==> src/design/wer_pkg.sv <==
// shared constants and types for the wake event router
package wer_pkg;

  // ===========================================================
  // sizes
  localparam int NUM_EVT   = 16;
  localparam int NUM_IRQ   = 53;
  localparam int PRIO_W    = 3;
  localparam int IRQ_W     = 6;
  localparam int TMR_W     = 4;
  localparam int ADDR_W    = 12;

  // ===========================================================
  // event bit positions
  localparam int EV_WAKE0  = 0;
  localparam int EV_RSTPIN = 4;
  localparam int EV_ALARM  = 5;
  localparam int EV_RTC    = 6;
  localparam int EV_WDOG   = 7;
  localparam int EV_BROWN  = 8;
  localparam int EV_CAN0   = 9;
  localparam int EV_CAN1   = 10;
  localparam int EV_QENC   = 11;
  localparam int EV_ETH    = 12;
  localparam int EV_USB_ZERO = 13;
  localparam int EV_USB_ONE  = 14;
  localparam int EV_TIMER  = 15;

  // events allowed to wake from the deeper modes
  localparam logic [NUM_EVT-1:0] DEEP_WAKE_MASK = 16'h007F;
  // line of the vectored controller that carries this router
  localparam logic [IRQ_W-1:0]   EVR_IRQ_LINE   = 6'h2A;
  localparam logic [IRQ_W-1:0]   LAST_IRQ       = 6'h34;

  // ===========================================================
  // register offsets (byte addresses)
  localparam logic [ADDR_W-1:0] OFS_EVT_EN   = 12'h000;
  localparam logic [ADDR_W-1:0] OFS_EVT_MODE = 12'h004;
  localparam logic [ADDR_W-1:0] OFS_EVT_STAT = 12'h008;
  localparam logic [ADDR_W-1:0] OFS_EVT_RAW  = 12'h00C;
  localparam logic [ADDR_W-1:0] OFS_IRQ_ENLO = 12'h010;
  localparam logic [ADDR_W-1:0] OFS_IRQ_ENHI = 12'h014;
  localparam logic [ADDR_W-1:0] OFS_PRIO_MSK = 12'h018;
  localparam logic [ADDR_W-1:0] OFS_TMR_SEL  = 12'h01C;
  localparam logic [ADDR_W-1:0] OFS_PRIO_SET = 12'h020;

  // field positions of the priority write / arbitration read word
  localparam int PRIO_IDX_LSB = 8;
  localparam int ARB_ACT_BIT  = 31;

  // reset values
  localparam logic [NUM_EVT-1:0] RST_EVT_EN   = 16'h0000;
  localparam logic [NUM_EVT-1:0] RST_EVT_MODE = 16'h0000;
  localparam logic [NUM_IRQ-1:0] RST_IRQ_EN   = 53'h0;
  localparam logic [PRIO_W-1:0]  RST_PRIO_MSK = 3'h0;
  localparam logic [TMR_W-1:0]   RST_TMR_SEL  = 4'hF;

  // ===========================================================
  // types
  typedef enum logic [1:0] {
    LP_SLEEP      = 2'b00,
    LP_DEEP_SLEEP = 2'b01,
    LP_POWER_DOWN = 2'b10,
    LP_DEEP_PD    = 2'b11
  } wer_lp_mode_t;

  typedef struct packed {
    logic              active;
    logic [IRQ_W-1:0]  id;
    logic [PRIO_W-1:0] prio;
  } wer_irq_req_t;

  typedef struct packed {
    logic [NUM_EVT-1:0] en;
    logic [NUM_EVT-1:0] mode;
    logic [NUM_EVT-1:0] status;
    logic [NUM_EVT-1:0] prev_in;
    logic [NUM_IRQ-1:0] irq_en;
    logic [PRIO_W-1:0]  mask;
    logic [TMR_W-1:0]   tsel;
    logic [IRQ_W-1:0]   scan_idx;
    logic [IRQ_W-1:0]   scan_idx_d;
    logic               scan_vld;
    logic               best_vld;
    logic [IRQ_W-1:0]   best_id;
    logic [PRIO_W-1:0]  best_prio;
    wer_irq_req_t       res;
    logic               evr_irq;
    logic               wake;
    logic               pready;
    logic               pslverr;
    logic [31:0]        prdata;
  } wer_state_t;

endpackage : wer_pkg

==> src/design/wer_router.sv <==
// wake event router with vectored interrupt arbitration and apb registers
// ===========================================================
module wer_router (
  input  wire logic                       pclk,
  input  wire logic                       presetn,
  input  wire logic                       psel,
  input  wire logic                       penable,
  input  wire logic                       pwrite,
  input  wire logic [wer_pkg::ADDR_W-1:0] paddr,
  input  wire logic [31:0]                pwdata,
  output logic                            pready,
  output logic                            pslverr,
  output logic      [31:0]                prdata,
  input  wire logic [3:0]                 wake_pin,
  input  wire logic                       reset_pin_n,
  input  wire logic                       alarm_evt,
  input  wire logic                       rtc_evt,
  input  wire logic                       osc_32k_running,
  input  wire logic                       windowed_watchdog_irq,
  input  wire logic                       brownout_detector_irq,
  input  wire logic [1:0]                 can_controllers_irq,
  input  wire logic                       quad_encoder_if_irq,
  input  wire logic                       eth_evt,
  input  wire logic                       usb_ctrl_zero_evt,
  input  wire logic                       usb_ctrl_one_evt,
  input  wire logic [wer_pkg::TMR_W-1:0]  timer_outs,
  input  wire logic [wer_pkg::NUM_IRQ-1:0] periph_irq_lines,
  input  wire wer_pkg::wer_lp_mode_t      lp_mode,
  output logic                            evr_irq,
  output logic                            wake_core,
  output logic                            wake_clock_ctrl_unit,
  output wer_pkg::wer_irq_req_t           vectored_irq_ctrl_req
);
  import wer_pkg::*;

  // ===========================================================
  // helpers
  function automatic logic prio_wins(input logic [PRIO_W-1:0] p, input logic [PRIO_W-1:0] msk,
                                     input logic have, input logic [PRIO_W-1:0] best);
    // strictly above the mask; ties keep the lower line number
    prio_wins = (p > msk) && (!have || (p > best));
  endfunction : prio_wins

  function automatic logic is_reg(input logic [ADDR_W-1:0] a, input logic [ADDR_W-1:0] ofs);
    is_reg = (a == ofs);
  endfunction : is_reg

  wer_state_t         r_ff;
  wer_state_t         nxt_r;
  logic [NUM_EVT-1:0] evt_raw;
  logic [NUM_EVT-1:0] evt_rise;
  logic [NUM_EVT-1:0] evt_act;
  logic [NUM_EVT-1:0] w1c;
  logic [NUM_IRQ-1:0] lines;
  logic [NUM_IRQ-1:0] pending;
  logic               wr;
  logic               setup;
  logic               mapped;
  logic               mem_we;
  logic [PRIO_W-1:0]  prio_rd;
  logic               deep_wake;
  logic               sleep_wake;

  // ===========================================================
  // event inputs
  always_comb begin
    evt_raw                  = '0;
    evt_raw[EV_WAKE0 +: 4]   = wake_pin;
    evt_raw[EV_RSTPIN]       = ~reset_pin_n;
    // without the slow oscillator these sources cannot be trusted
    evt_raw[EV_ALARM]        = alarm_evt & osc_32k_running;
    evt_raw[EV_RTC]          = rtc_evt & osc_32k_running;
    evt_raw[EV_WDOG]         = windowed_watchdog_irq;
    evt_raw[EV_BROWN]        = brownout_detector_irq;
    evt_raw[EV_CAN0]         = can_controllers_irq[0];
    evt_raw[EV_CAN1]         = can_controllers_irq[1];
    evt_raw[EV_QENC]         = quad_encoder_if_irq;
    evt_raw[EV_ETH]          = eth_evt;
    evt_raw[EV_USB_ZERO]     = usb_ctrl_zero_evt;
    evt_raw[EV_USB_ONE]      = usb_ctrl_one_evt;
    // several timer outputs share one flag
    evt_raw[EV_TIMER]        = |(timer_outs & r_ff.tsel);
  end

  assign evt_rise = evt_raw & ~r_ff.prev_in;
  assign evt_act  = r_ff.status & r_ff.en;

  // router output replaces its own line among the peripheral lines
  always_comb begin
    lines               = periph_irq_lines;
    lines[EVR_IRQ_LINE] = r_ff.evr_irq;
  end
  assign pending = lines & r_ff.irq_en;

  assign deep_wake  = |(evt_act & DEEP_WAKE_MASK);
  assign sleep_wake = (lp_mode == LP_SLEEP) && ((|evt_act) || (|pending));

  // ===========================================================
  // apb decode: zero wait states, read data captured in setup
  assign setup  = psel && !penable && !r_ff.pready;
  assign wr     = psel && penable && r_ff.pready && pwrite;
  assign mapped = (paddr <= OFS_PRIO_SET) && (paddr[1:0] == 2'b00);
  assign w1c    = (wr && is_reg(paddr, OFS_EVT_STAT)) ? pwdata[NUM_EVT-1:0] : '0;
  assign mem_we = wr && is_reg(paddr, OFS_PRIO_SET)
                  && (pwdata[PRIO_IDX_LSB +: IRQ_W] <= LAST_IRQ);

  wer_prio_mem u_prio_mem (
    .pclk     (pclk),
    .presetn  (presetn),
    .we       (mem_we),
    .waddr    (pwdata[PRIO_IDX_LSB +: IRQ_W]),
    .wdata    (pwdata[PRIO_W-1:0]),
    .raddr    (r_ff.scan_idx),
    .rdata_ff (prio_rd)
  );

  // ===========================================================
  // next state
  always_comb begin
    nxt_r         = r_ff;
    nxt_r.prev_in = evt_raw;
    // edge: set wins over a clear in the same cycle; level: follow
    nxt_r.status  = (r_ff.mode & ((r_ff.status & ~w1c) | evt_rise))
                    | (~r_ff.mode & evt_raw);
    nxt_r.evr_irq = |evt_act;
    nxt_r.wake    = deep_wake || sleep_wake;

    // priority sweep over all lines, one per cycle
    nxt_r.scan_idx   = (r_ff.scan_idx == LAST_IRQ) ? '0 : r_ff.scan_idx + 6'h01;
    nxt_r.scan_idx_d = r_ff.scan_idx;
    nxt_r.scan_vld   = 1'b1;
    if (r_ff.scan_vld) begin
      if (pending[r_ff.scan_idx_d] &&
          prio_wins(prio_rd, r_ff.mask, r_ff.best_vld, r_ff.best_prio)) begin
        nxt_r.best_vld  = 1'b1;
        nxt_r.best_id   = r_ff.scan_idx_d;
        nxt_r.best_prio = prio_rd;
      end
      if (r_ff.scan_idx_d == LAST_IRQ) begin
        nxt_r.res.active = nxt_r.best_vld;
        nxt_r.res.id     = nxt_r.best_id;
        nxt_r.res.prio   = nxt_r.best_prio;
        nxt_r.best_vld   = 1'b0;
        nxt_r.best_id    = '0;
        nxt_r.best_prio  = '0;
      end
    end

    // register writes
    if (wr) begin
      unique case (1'b1)
        is_reg(paddr, OFS_EVT_EN):   nxt_r.en   = pwdata[NUM_EVT-1:0];
        is_reg(paddr, OFS_EVT_MODE): nxt_r.mode = pwdata[NUM_EVT-1:0];
        is_reg(paddr, OFS_IRQ_ENLO): nxt_r.irq_en[31:0] = pwdata;
        is_reg(paddr, OFS_IRQ_ENHI): nxt_r.irq_en[NUM_IRQ-1:32] = pwdata[NUM_IRQ-33:0];
        is_reg(paddr, OFS_PRIO_MSK): nxt_r.mask = pwdata[PRIO_W-1:0];
        is_reg(paddr, OFS_TMR_SEL):  nxt_r.tsel = pwdata[TMR_W-1:0];
        default: ;
      endcase
    end

    // bus answer
    nxt_r.pready  = setup;
    nxt_r.pslverr = setup && !mapped;
    if (setup && !pwrite) begin
      nxt_r.prdata = 32'h0;
      unique case (1'b1)
        is_reg(paddr, OFS_EVT_EN):   nxt_r.prdata[NUM_EVT-1:0] = r_ff.en;
        is_reg(paddr, OFS_EVT_MODE): nxt_r.prdata[NUM_EVT-1:0] = r_ff.mode;
        is_reg(paddr, OFS_EVT_STAT): nxt_r.prdata[NUM_EVT-1:0] = r_ff.status;
        is_reg(paddr, OFS_EVT_RAW):  nxt_r.prdata[NUM_EVT-1:0] = evt_raw;
        is_reg(paddr, OFS_IRQ_ENLO): nxt_r.prdata = r_ff.irq_en[31:0];
        is_reg(paddr, OFS_IRQ_ENHI): nxt_r.prdata[NUM_IRQ-33:0] = r_ff.irq_en[NUM_IRQ-1:32];
        is_reg(paddr, OFS_PRIO_MSK): nxt_r.prdata[PRIO_W-1:0] = r_ff.mask;
        is_reg(paddr, OFS_TMR_SEL):  nxt_r.prdata[TMR_W-1:0] = r_ff.tsel;
        is_reg(paddr, OFS_PRIO_SET): begin
          nxt_r.prdata[ARB_ACT_BIT]               = r_ff.res.active;
          nxt_r.prdata[PRIO_IDX_LSB +: IRQ_W]     = r_ff.res.id;
          nxt_r.prdata[PRIO_W-1:0]                = r_ff.res.prio;
        end
        default: ;
      endcase
    end else if (setup) begin
      nxt_r.prdata = 32'h0;
    end
  end

  always_ff @(posedge pclk or negedge presetn) begin
    if (!presetn) begin
      r_ff        <= '0;
      r_ff.en     <= RST_EVT_EN;
      r_ff.mode   <= RST_EVT_MODE;
      r_ff.irq_en <= RST_IRQ_EN;
      r_ff.mask   <= RST_PRIO_MSK;
      r_ff.tsel   <= RST_TMR_SEL;
    end else begin
      r_ff <= nxt_r;
    end
  end

  // ===========================================================
  // outputs
  assign pready                = r_ff.pready;
  assign pslverr               = r_ff.pslverr;
  assign prdata                = r_ff.prdata;
  assign evr_irq               = r_ff.evr_irq;
  assign wake_core             = r_ff.wake;
  assign wake_clock_ctrl_unit  = r_ff.wake;
  assign vectored_irq_ctrl_req = r_ff.res;
endmodule : wer_router

==> src/design/wer_prio_mem.sv <==
// priority storage for the vectored interrupt lines, registered read
module wer_prio_mem (
  input  wire logic                      pclk,
  input  wire logic                      presetn,
  input  wire logic                      we,
  input  wire logic [wer_pkg::IRQ_W-1:0]  waddr,
  input  wire logic [wer_pkg::PRIO_W-1:0] wdata,
  input  wire logic [wer_pkg::IRQ_W-1:0]  raddr,
  output logic      [wer_pkg::PRIO_W-1:0] rdata_ff
);
  import wer_pkg::*;

  // ===========================================================
  // storage; no reset on the array, priorities are software setup
  logic [PRIO_W-1:0] mem [NUM_IRQ];

  always_ff @(posedge pclk) begin
    if (we) begin
      mem[waddr] <= wdata;
    end
  end

  always_ff @(posedge pclk or negedge presetn) begin
    if (!presetn) begin
      rdata_ff <= 3'h0;
    end else begin
      rdata_ff <= mem[raddr];
    end
  end

endmodule : wer_prio_mem

==> config.mk <==
export PLATFORM = sky130hd
export DESIGN_NAME = wer_router
export DESIGN_NICKNAME = d
export VERILOG_FILES = /design/src/design/wer_pkg.sv /design/src/design/wer_router.sv /design/src/design/wer_prio_mem.sv
export SDC_FILE = /design/constraint.sdc
export NUM_CORES = 1
export LEC_CHECK = 0
export BUFFER_PORTS_ARGS = -buffer_cell sky130_fd_sc_hd__clkbuf_2
export CAP_MARGIN = 20
export CORE_MARGIN = 4
export CORE_UTILIZATION = 30
export DETAILED_ROUTE_END_ITERATION = 8
export HOLD_SLACK_MARGIN = 0.03
export PLACE_DENSITY_LB_ADDON = 0.05
export SYNTH_ARGS = -nofsm -noshare
export SYNTH_HDL_FRONTEND = slang
export SYNTH_SLANG_ARGS = --single-unit
==> constraint.sdc <==
create_clock -name pclk -period 5.4 [get_ports pclk]
set_input_delay 1.08 -clock pclk [delete_from_list [all_inputs] [get_ports pclk]]
set_output_delay 1.08 -clock pclk [all_outputs]
set_load 0.005 [all_outputs]
==> results of run 1 <==
-- area by class of cell --
cell class              instances  area, sq um  share of cell area (%)
clock buffers                  65         1270                    6.89
flip-flops and latches        355         9690                    52.6
repair buffers                191         1030                    5.61
multi-input cells             665         5440                    29.6
well taps                     680          851                    4.62
inverters                      13         48.8                   0.265
clock inverters                11         81.3                   0.442
-- power by group --
part	internal [mW]	leakage, nW	switching [mW]
clock network	1.66	0.664	1.13
registers	2.85	4.03	0.0228
logic	0.0575	2.63	0.134
-- path summary, 6_finish.rpt --
path / slack (ns) / startpoint / endpoint
max: 2.01 / paddr[9] / r_ff[167]
min: 0.38 / nxt_r[59] / r_ff[59]
max reg2reg: 2.08 / r_ff[57] / r_ff[49]
min reg2reg: 0.38 / nxt_r[59] / r_ff[59]
max in group asynchronous: 3.68 / presetn / nxt_r[57]
min in group asynchronous: 0.60 / presetn / prdata[3]
-- routing by layer --
layer	global-route usage [%]	vias to the layer above
met4	5.75	0
li1	-	4583
met3	2.78	74
met1	22.9	5321
met2	31.7	218
met5	0	-
-- flip-flops by register name, summed over array words and instances, names as in the netlist, 3 cells and up --
| signal | count |
|---|---|
| vectored_irq_ctrl_req | 10 |
| nxt_r | 6 |
| prdata | 32 |
| r_ff | 141 |
| u_prio_mem.mem | 159 |
| u_prio_mem.rdata_ff | 3 |
-- synthesized netlist by cell type, types with 6 or more instances --
cell type and number:
nor4_1 6, a22oi_1 56, nand3_1 36, mux2_1 65
buf_1 10, nand3b_1 11, a222oi_1 12, inv_1 11
o21ai_1 21, mux4_2 58, a21oi_1 11, edfxtp_1 159
dfrtp_1 192, ha_1 8, nand2_1 126, nor3_1 7
and2_1 8, a32o_1 15, nor2_1 76, a22o_1 24
buf_4 45, nand4_1 12, mux2_2 28, clkbuf_1 45
o21ai_0 7, and3_1 9
-- cell families after synthesis --
family	share of synthesized area (%)
and+or+nand+nor	9.48
AOI/OAI and AO/OA	8.95
xor gates and xnor gates	0.223
buffers and inverters	3.87
DFF	61.6
adders and majority gates	0.637
other	0.0239
muxes	15.2
-- through the flow --
stage	std cells	area (sq um)	hold WS, ns	setup WS [ns]	utilization (%)
3_3_place_gp	1904	17100	0.364	1.45	33.1
2_1_floorplan	1136	15700	0.352	2.14	-
3_5_place_dp	1904	17100	0.364	1.43	33.1
4_1_cts	1980	18400	0.377	2.02	35.7
6_report	1980	18400	0.380	2.01	35.7
5_1_grt	1980	18400	0.383	1.81	35.7
==> results.cfg, run 1 <==
[sta]
tightest_slew_ns = 1.12
rsz0062_at_grt = no
finalCritPeriodShare_pct = 62.8
timing.slew.headroom_pct = 25.3
fmax_mhz = 295
fin_skew_ns = 0.0124
setup_tns_ns = 0
drv_slew = 0
min_period_ns = 3.39
finalSetupViolCount = 0
hold_violations = 0

[worst_setup_path]
crit_fanout = 17
crit_path_end_kind = flop
reg2reg_depth = 7
crit_chain = clkbuf_2, nor4_1, nand2_1, nor4_4, buf_4, nand2_1, mux2_1
cp_top_family = simple AND/OR/NAND/NOR gates
cp_num_buf_inv = 2
slowest_stage = nand2_1
crit_path_start_kind = input pin
path_class = input pin to flop
path_common_cell = nand2_1
cp_slowest_stage_delay_ns = 0.74
cp.depth = 7
cp_data_required_time_ns = 5.84
arrival_ns = 3.83

[min_path]
min-delay-path-class = flop to flop
whs_path_depth = 0

[floorplan]
start_util_pct = 30.4
dieHeight_microns = 237
dieArea_sq_um = 56100
die_width_microns = 237
coreArea_sq_um = 51600
rows = 83
num_io_pins = 171

[route]
viasPerCell = 5.15
met2_length_mm = 26.3
drc_errors = 0
wire_per_inst_microns = 25.8
dr_total_vias = 10200
drtIter0Drc = 630
drtPass1Iterations = 5
wl_met3_mm = 1.86
antenna_left = 0
highest-signal-layer = met4
drt-total-wl_mm = 51.1
wl_met1_mm = 21.5

[clock_network]
postCtsSetupBuffers = 0
root_buffer = clkbuf_16
insertion_delay_ns = 0.56
holdBufCountCts = 0
clockBufferDepth = 3
cts-resized-gates = 0
cts_sinks = 355
cts.htree.levels = 2
cts_inserted_buffers = 42
path_clk_slew_ns = 0.06
cts_tree = yes

[logic_synthesis]
syn_avg_cell_area_sq_um = 13.8
synthFlopType = dfrtp_1
synth_nets = 1268
synth.distinct_cells = 67
synth_edf_count = 159
ys_ff_latch = 355
netlist.top_cell.by_area = dfrtp_1
synthArstFlopShare_pct = 55.2
netlist_area_sq_um = 15700
synth.top_cell.area_share_pct = 30.6
yosys_warnings = 0
seq_area_frac_synth_pct = 61.6
synthTopCellsByArea = dfrtp_1, edfxtp_1, mux4_2, mux2_1, nand2_1
syn_inst = 1136

[global_routing]
grt_pass1_vias = 10800
overflow = 0
antenna_found_initial = 0
track_usage_pct = 18.1
grt_max_degree = 102
grt_pass1_wl_mm = 75.3

[pwr]
ir_drop_v = 0.000198
p_leak_nw = 7.32
power.density_nw_per_um2 = 318
p_total_mw = 5.85

[placement]
port_buffers = 169
hpwl_mm = 36.4
routabilityCongestion = 0.812

[final_layout]
nets = 1400
antenna_cells = 0
areaGrowthSynthToFinish_pct = 17.2
final_cell_mix = dfrtp_1, clkbuf_2, edfxtp_1
layout_commonest_cell = dfrtp_1
layout-drive-gt1-share_pct = 27.1
nFillCells = 5053

[status]
outcome = finished clean

[flow_run]
maxCapViolCount = 0
Power figures use the tool's default switching activity.
==> inputs of run 2 (changes only) <==
Clock period 5.4 ns to 3.1 ns, I/O delays scaled along.
==> run 2 against run 1 <==
Net effect:
- combinational power increased by 87%
- via count up 1.8%
- sequential share of layout area is 1.1 points lower
- clock power grew 69%
- count of clock-buffer cells in the layout decreased by 10
- routed wire length grew 0.68%
- cell count rose by 2.4%
- register-to-register slack got worse by 1.8 ns
- total power is 72% higher
- critical endpoint is now r_ff[47]
==> results.cfg, run 2 (same netlist as run 1, synthesis figures left out) <==
[final_layout]
nFillCells = 5039
regArea_sq_um = 9690
final_util_pct = 36.4
largest_reg_flops = 159
antenna_cells = 0
multiInputGateArea_sq_um = 5440
areaGrowthSynthToFinish_pct = 19.6
nets = 1451
layout_commonest_cell = dfrtp_1
final_cell_mix = dfrtp_1, clkbuf_2, edfxtp_1
layout-drive-gt1-share_pct = 29.5
largest_register = u_prio_mem.mem

[sta]
finalSetupViolCount = 0
rsz0062_at_grt = no
tightest_slew_ns = 0.763
fmax_mhz = 359
finalCritPeriodShare_pct = 89.8
drv_slew = 0
holdWs_ns = 0.0711
min_period_ns = 2.78
timing.slew.headroom_pct = 48.7
fin_skew_ns = 0.0125
hold_violations = 0

[floorplan]
dieArea_sq_um = 56100
coreArea_sq_um = 51600
num_io_pins = 171
die_width_microns = 237
rows = 83
dieHeight_microns = 237
start_util_pct = 30.4

[route]
drt-total-wl_mm = 51.5
viasPerCell = 5.12
antenna_left = 0
drtPass1Iterations = 5
drtIter0Drc = 540
drc_errors = 0
dr_total_vias = 10400
wire_per_inst_microns = 25.4

[global_routing]
antenna_found_initial = 0
grt_pass1_wl_mm = 76.1
grt_max_degree = 69
track_usage_pct = 18.2
overflow = 0
grt_pass1_vias = 11100

[status]
outcome = finished clean

[clock_network]
cts-resized-gates = 0
root_buffer = clkbuf_16
cts_sinks = 355
clockBufferDepth = 3
cts_tree = yes
cts.htree.levels = 2
insertion_delay_ns = 0.56
postCtsSetupBuffers = 0
holdBufCountCts = 0
path_clk_slew_ns = 0.06
cts_inserted_buffers = 42

[worst_setup_path]
crit_path_start_kind = flop
path_class = flop to flop
crit_start = r_ff[60]
cp_data_required_time_ns = 3.59
crit_path_end_kind = flop
arrival_ns = 3.27
rr_startpoint = r_ff[60]
crit_fanout = 6

[placement]
routabilityCongestion = 0.822
hpwl_mm = 38.4
port_buffers = 169

[min_path]
min-delay-path-class = input pin to async pin

[pwr]
p_leak_nw = 7.56
swShare_pct = 22.3
pwr-share-comb_pct = 3.6
netSwitchingPower_mw = 2.25
p_int_mw = 7.83
power.density_nw_per_um2 = 536
seqPwrFrac_pct = 49.6
pwr-share-clk_pct = 46.9
ir_drop_v = 0.000515

[flow_run]
maxCapViolCount = 0
[run 2: cell types whose count changed in the layout (fill, tap and decap cells not counted), moves of 2 or more]
| cell | change |
|---|---|
| clkinv_1 | +2 |
| buf_12 | +5 |
| clkinvlp_4 | +2 |
| clkbuf_8 | -9 |
| clkbuf_2 | -2 |
| buf_4 | +46 |
| buf_2 | +2 |
[run 2: stage by stage]
| step | setup WS, ns | area [sq um] | std cells | power (mW) | setup TNS, ns |
|---|---|---|---|---|---|
| after floorplan | 0.297 | 15700 | 1136 | 5.16 | 0 |
| after global placement | 0.0136 | 17500 | 1955 | 5.47 | 0 |
| after CTS | 0.304 | 18800 | 2027 | 10.3 | 0 |
| final | 0.317 | 18800 | 2027 | 10.1 | 0 |
| after global routing | 0.156 | 18800 | 2027 | 10.5 | 0 |
| after detailed placement | -0.00229 | 17500 | 1955 | 5.47 | -0.00669 |
[run 2: final timing paths]
kind | end | slack (ns) | cells after the start
max | r_ff[47] | 0.32 | 8
min | pslverr | 0.07 | 1
max reg2reg | r_ff[47] | 0.32 | 8
min reg2reg | prdata[1] | 0.48 | 2
max in group asynchronous | r_ff[72] | 2.20 | 2
min in group pclk | r_ff[132] | 0.20 | 1
[run 2: power by group through the flow]
stage                     Combinational, mW  Clock (mW)  Sequential (mW)
final                                 0.359        4.72             5.00
after global routing                  0.401        5.07             5.00
after floorplan                      0.0886           0             5.07
after CTS                             0.375        4.89             5.00
after detailed placement              0.374           0             5.09
after global placement                0.374           0             5.09
[run 2: final cells by class]
cell class	count	share of cell area, %
Clock buffer	55	6.07
Multi-Input combinational cell	665	29.0
Clock inverter	17	0.799
Sequential cell	355	51.5
Tap cell	680	4.53
Inverter	13	0.260
Timing Repair Buffer	242	7.86
[run 2: worst max-delay path, stage by stage, from the launching register on]
cell and delay (ns):
dfrtp_1 0.45, inv_2 0.17, mux4_2 0.53, mux4_2 0.52, o21a_1 0.22, a221oi_4 0.24
buf_4 0.18, and2_1 0.24, a22o_1 0.18
[run 2: per-layer routing]
metal / vias up / wire (microns) / track usage (%)
li1: 4688 / - / -
met1: 5388 / 21300 / 22.9
met2: 240 / 27200 / 33.0
met3: 59 / 2040 / 2.61
met4: 0 / 1040 / 4.48
met5: - / 0 / 0
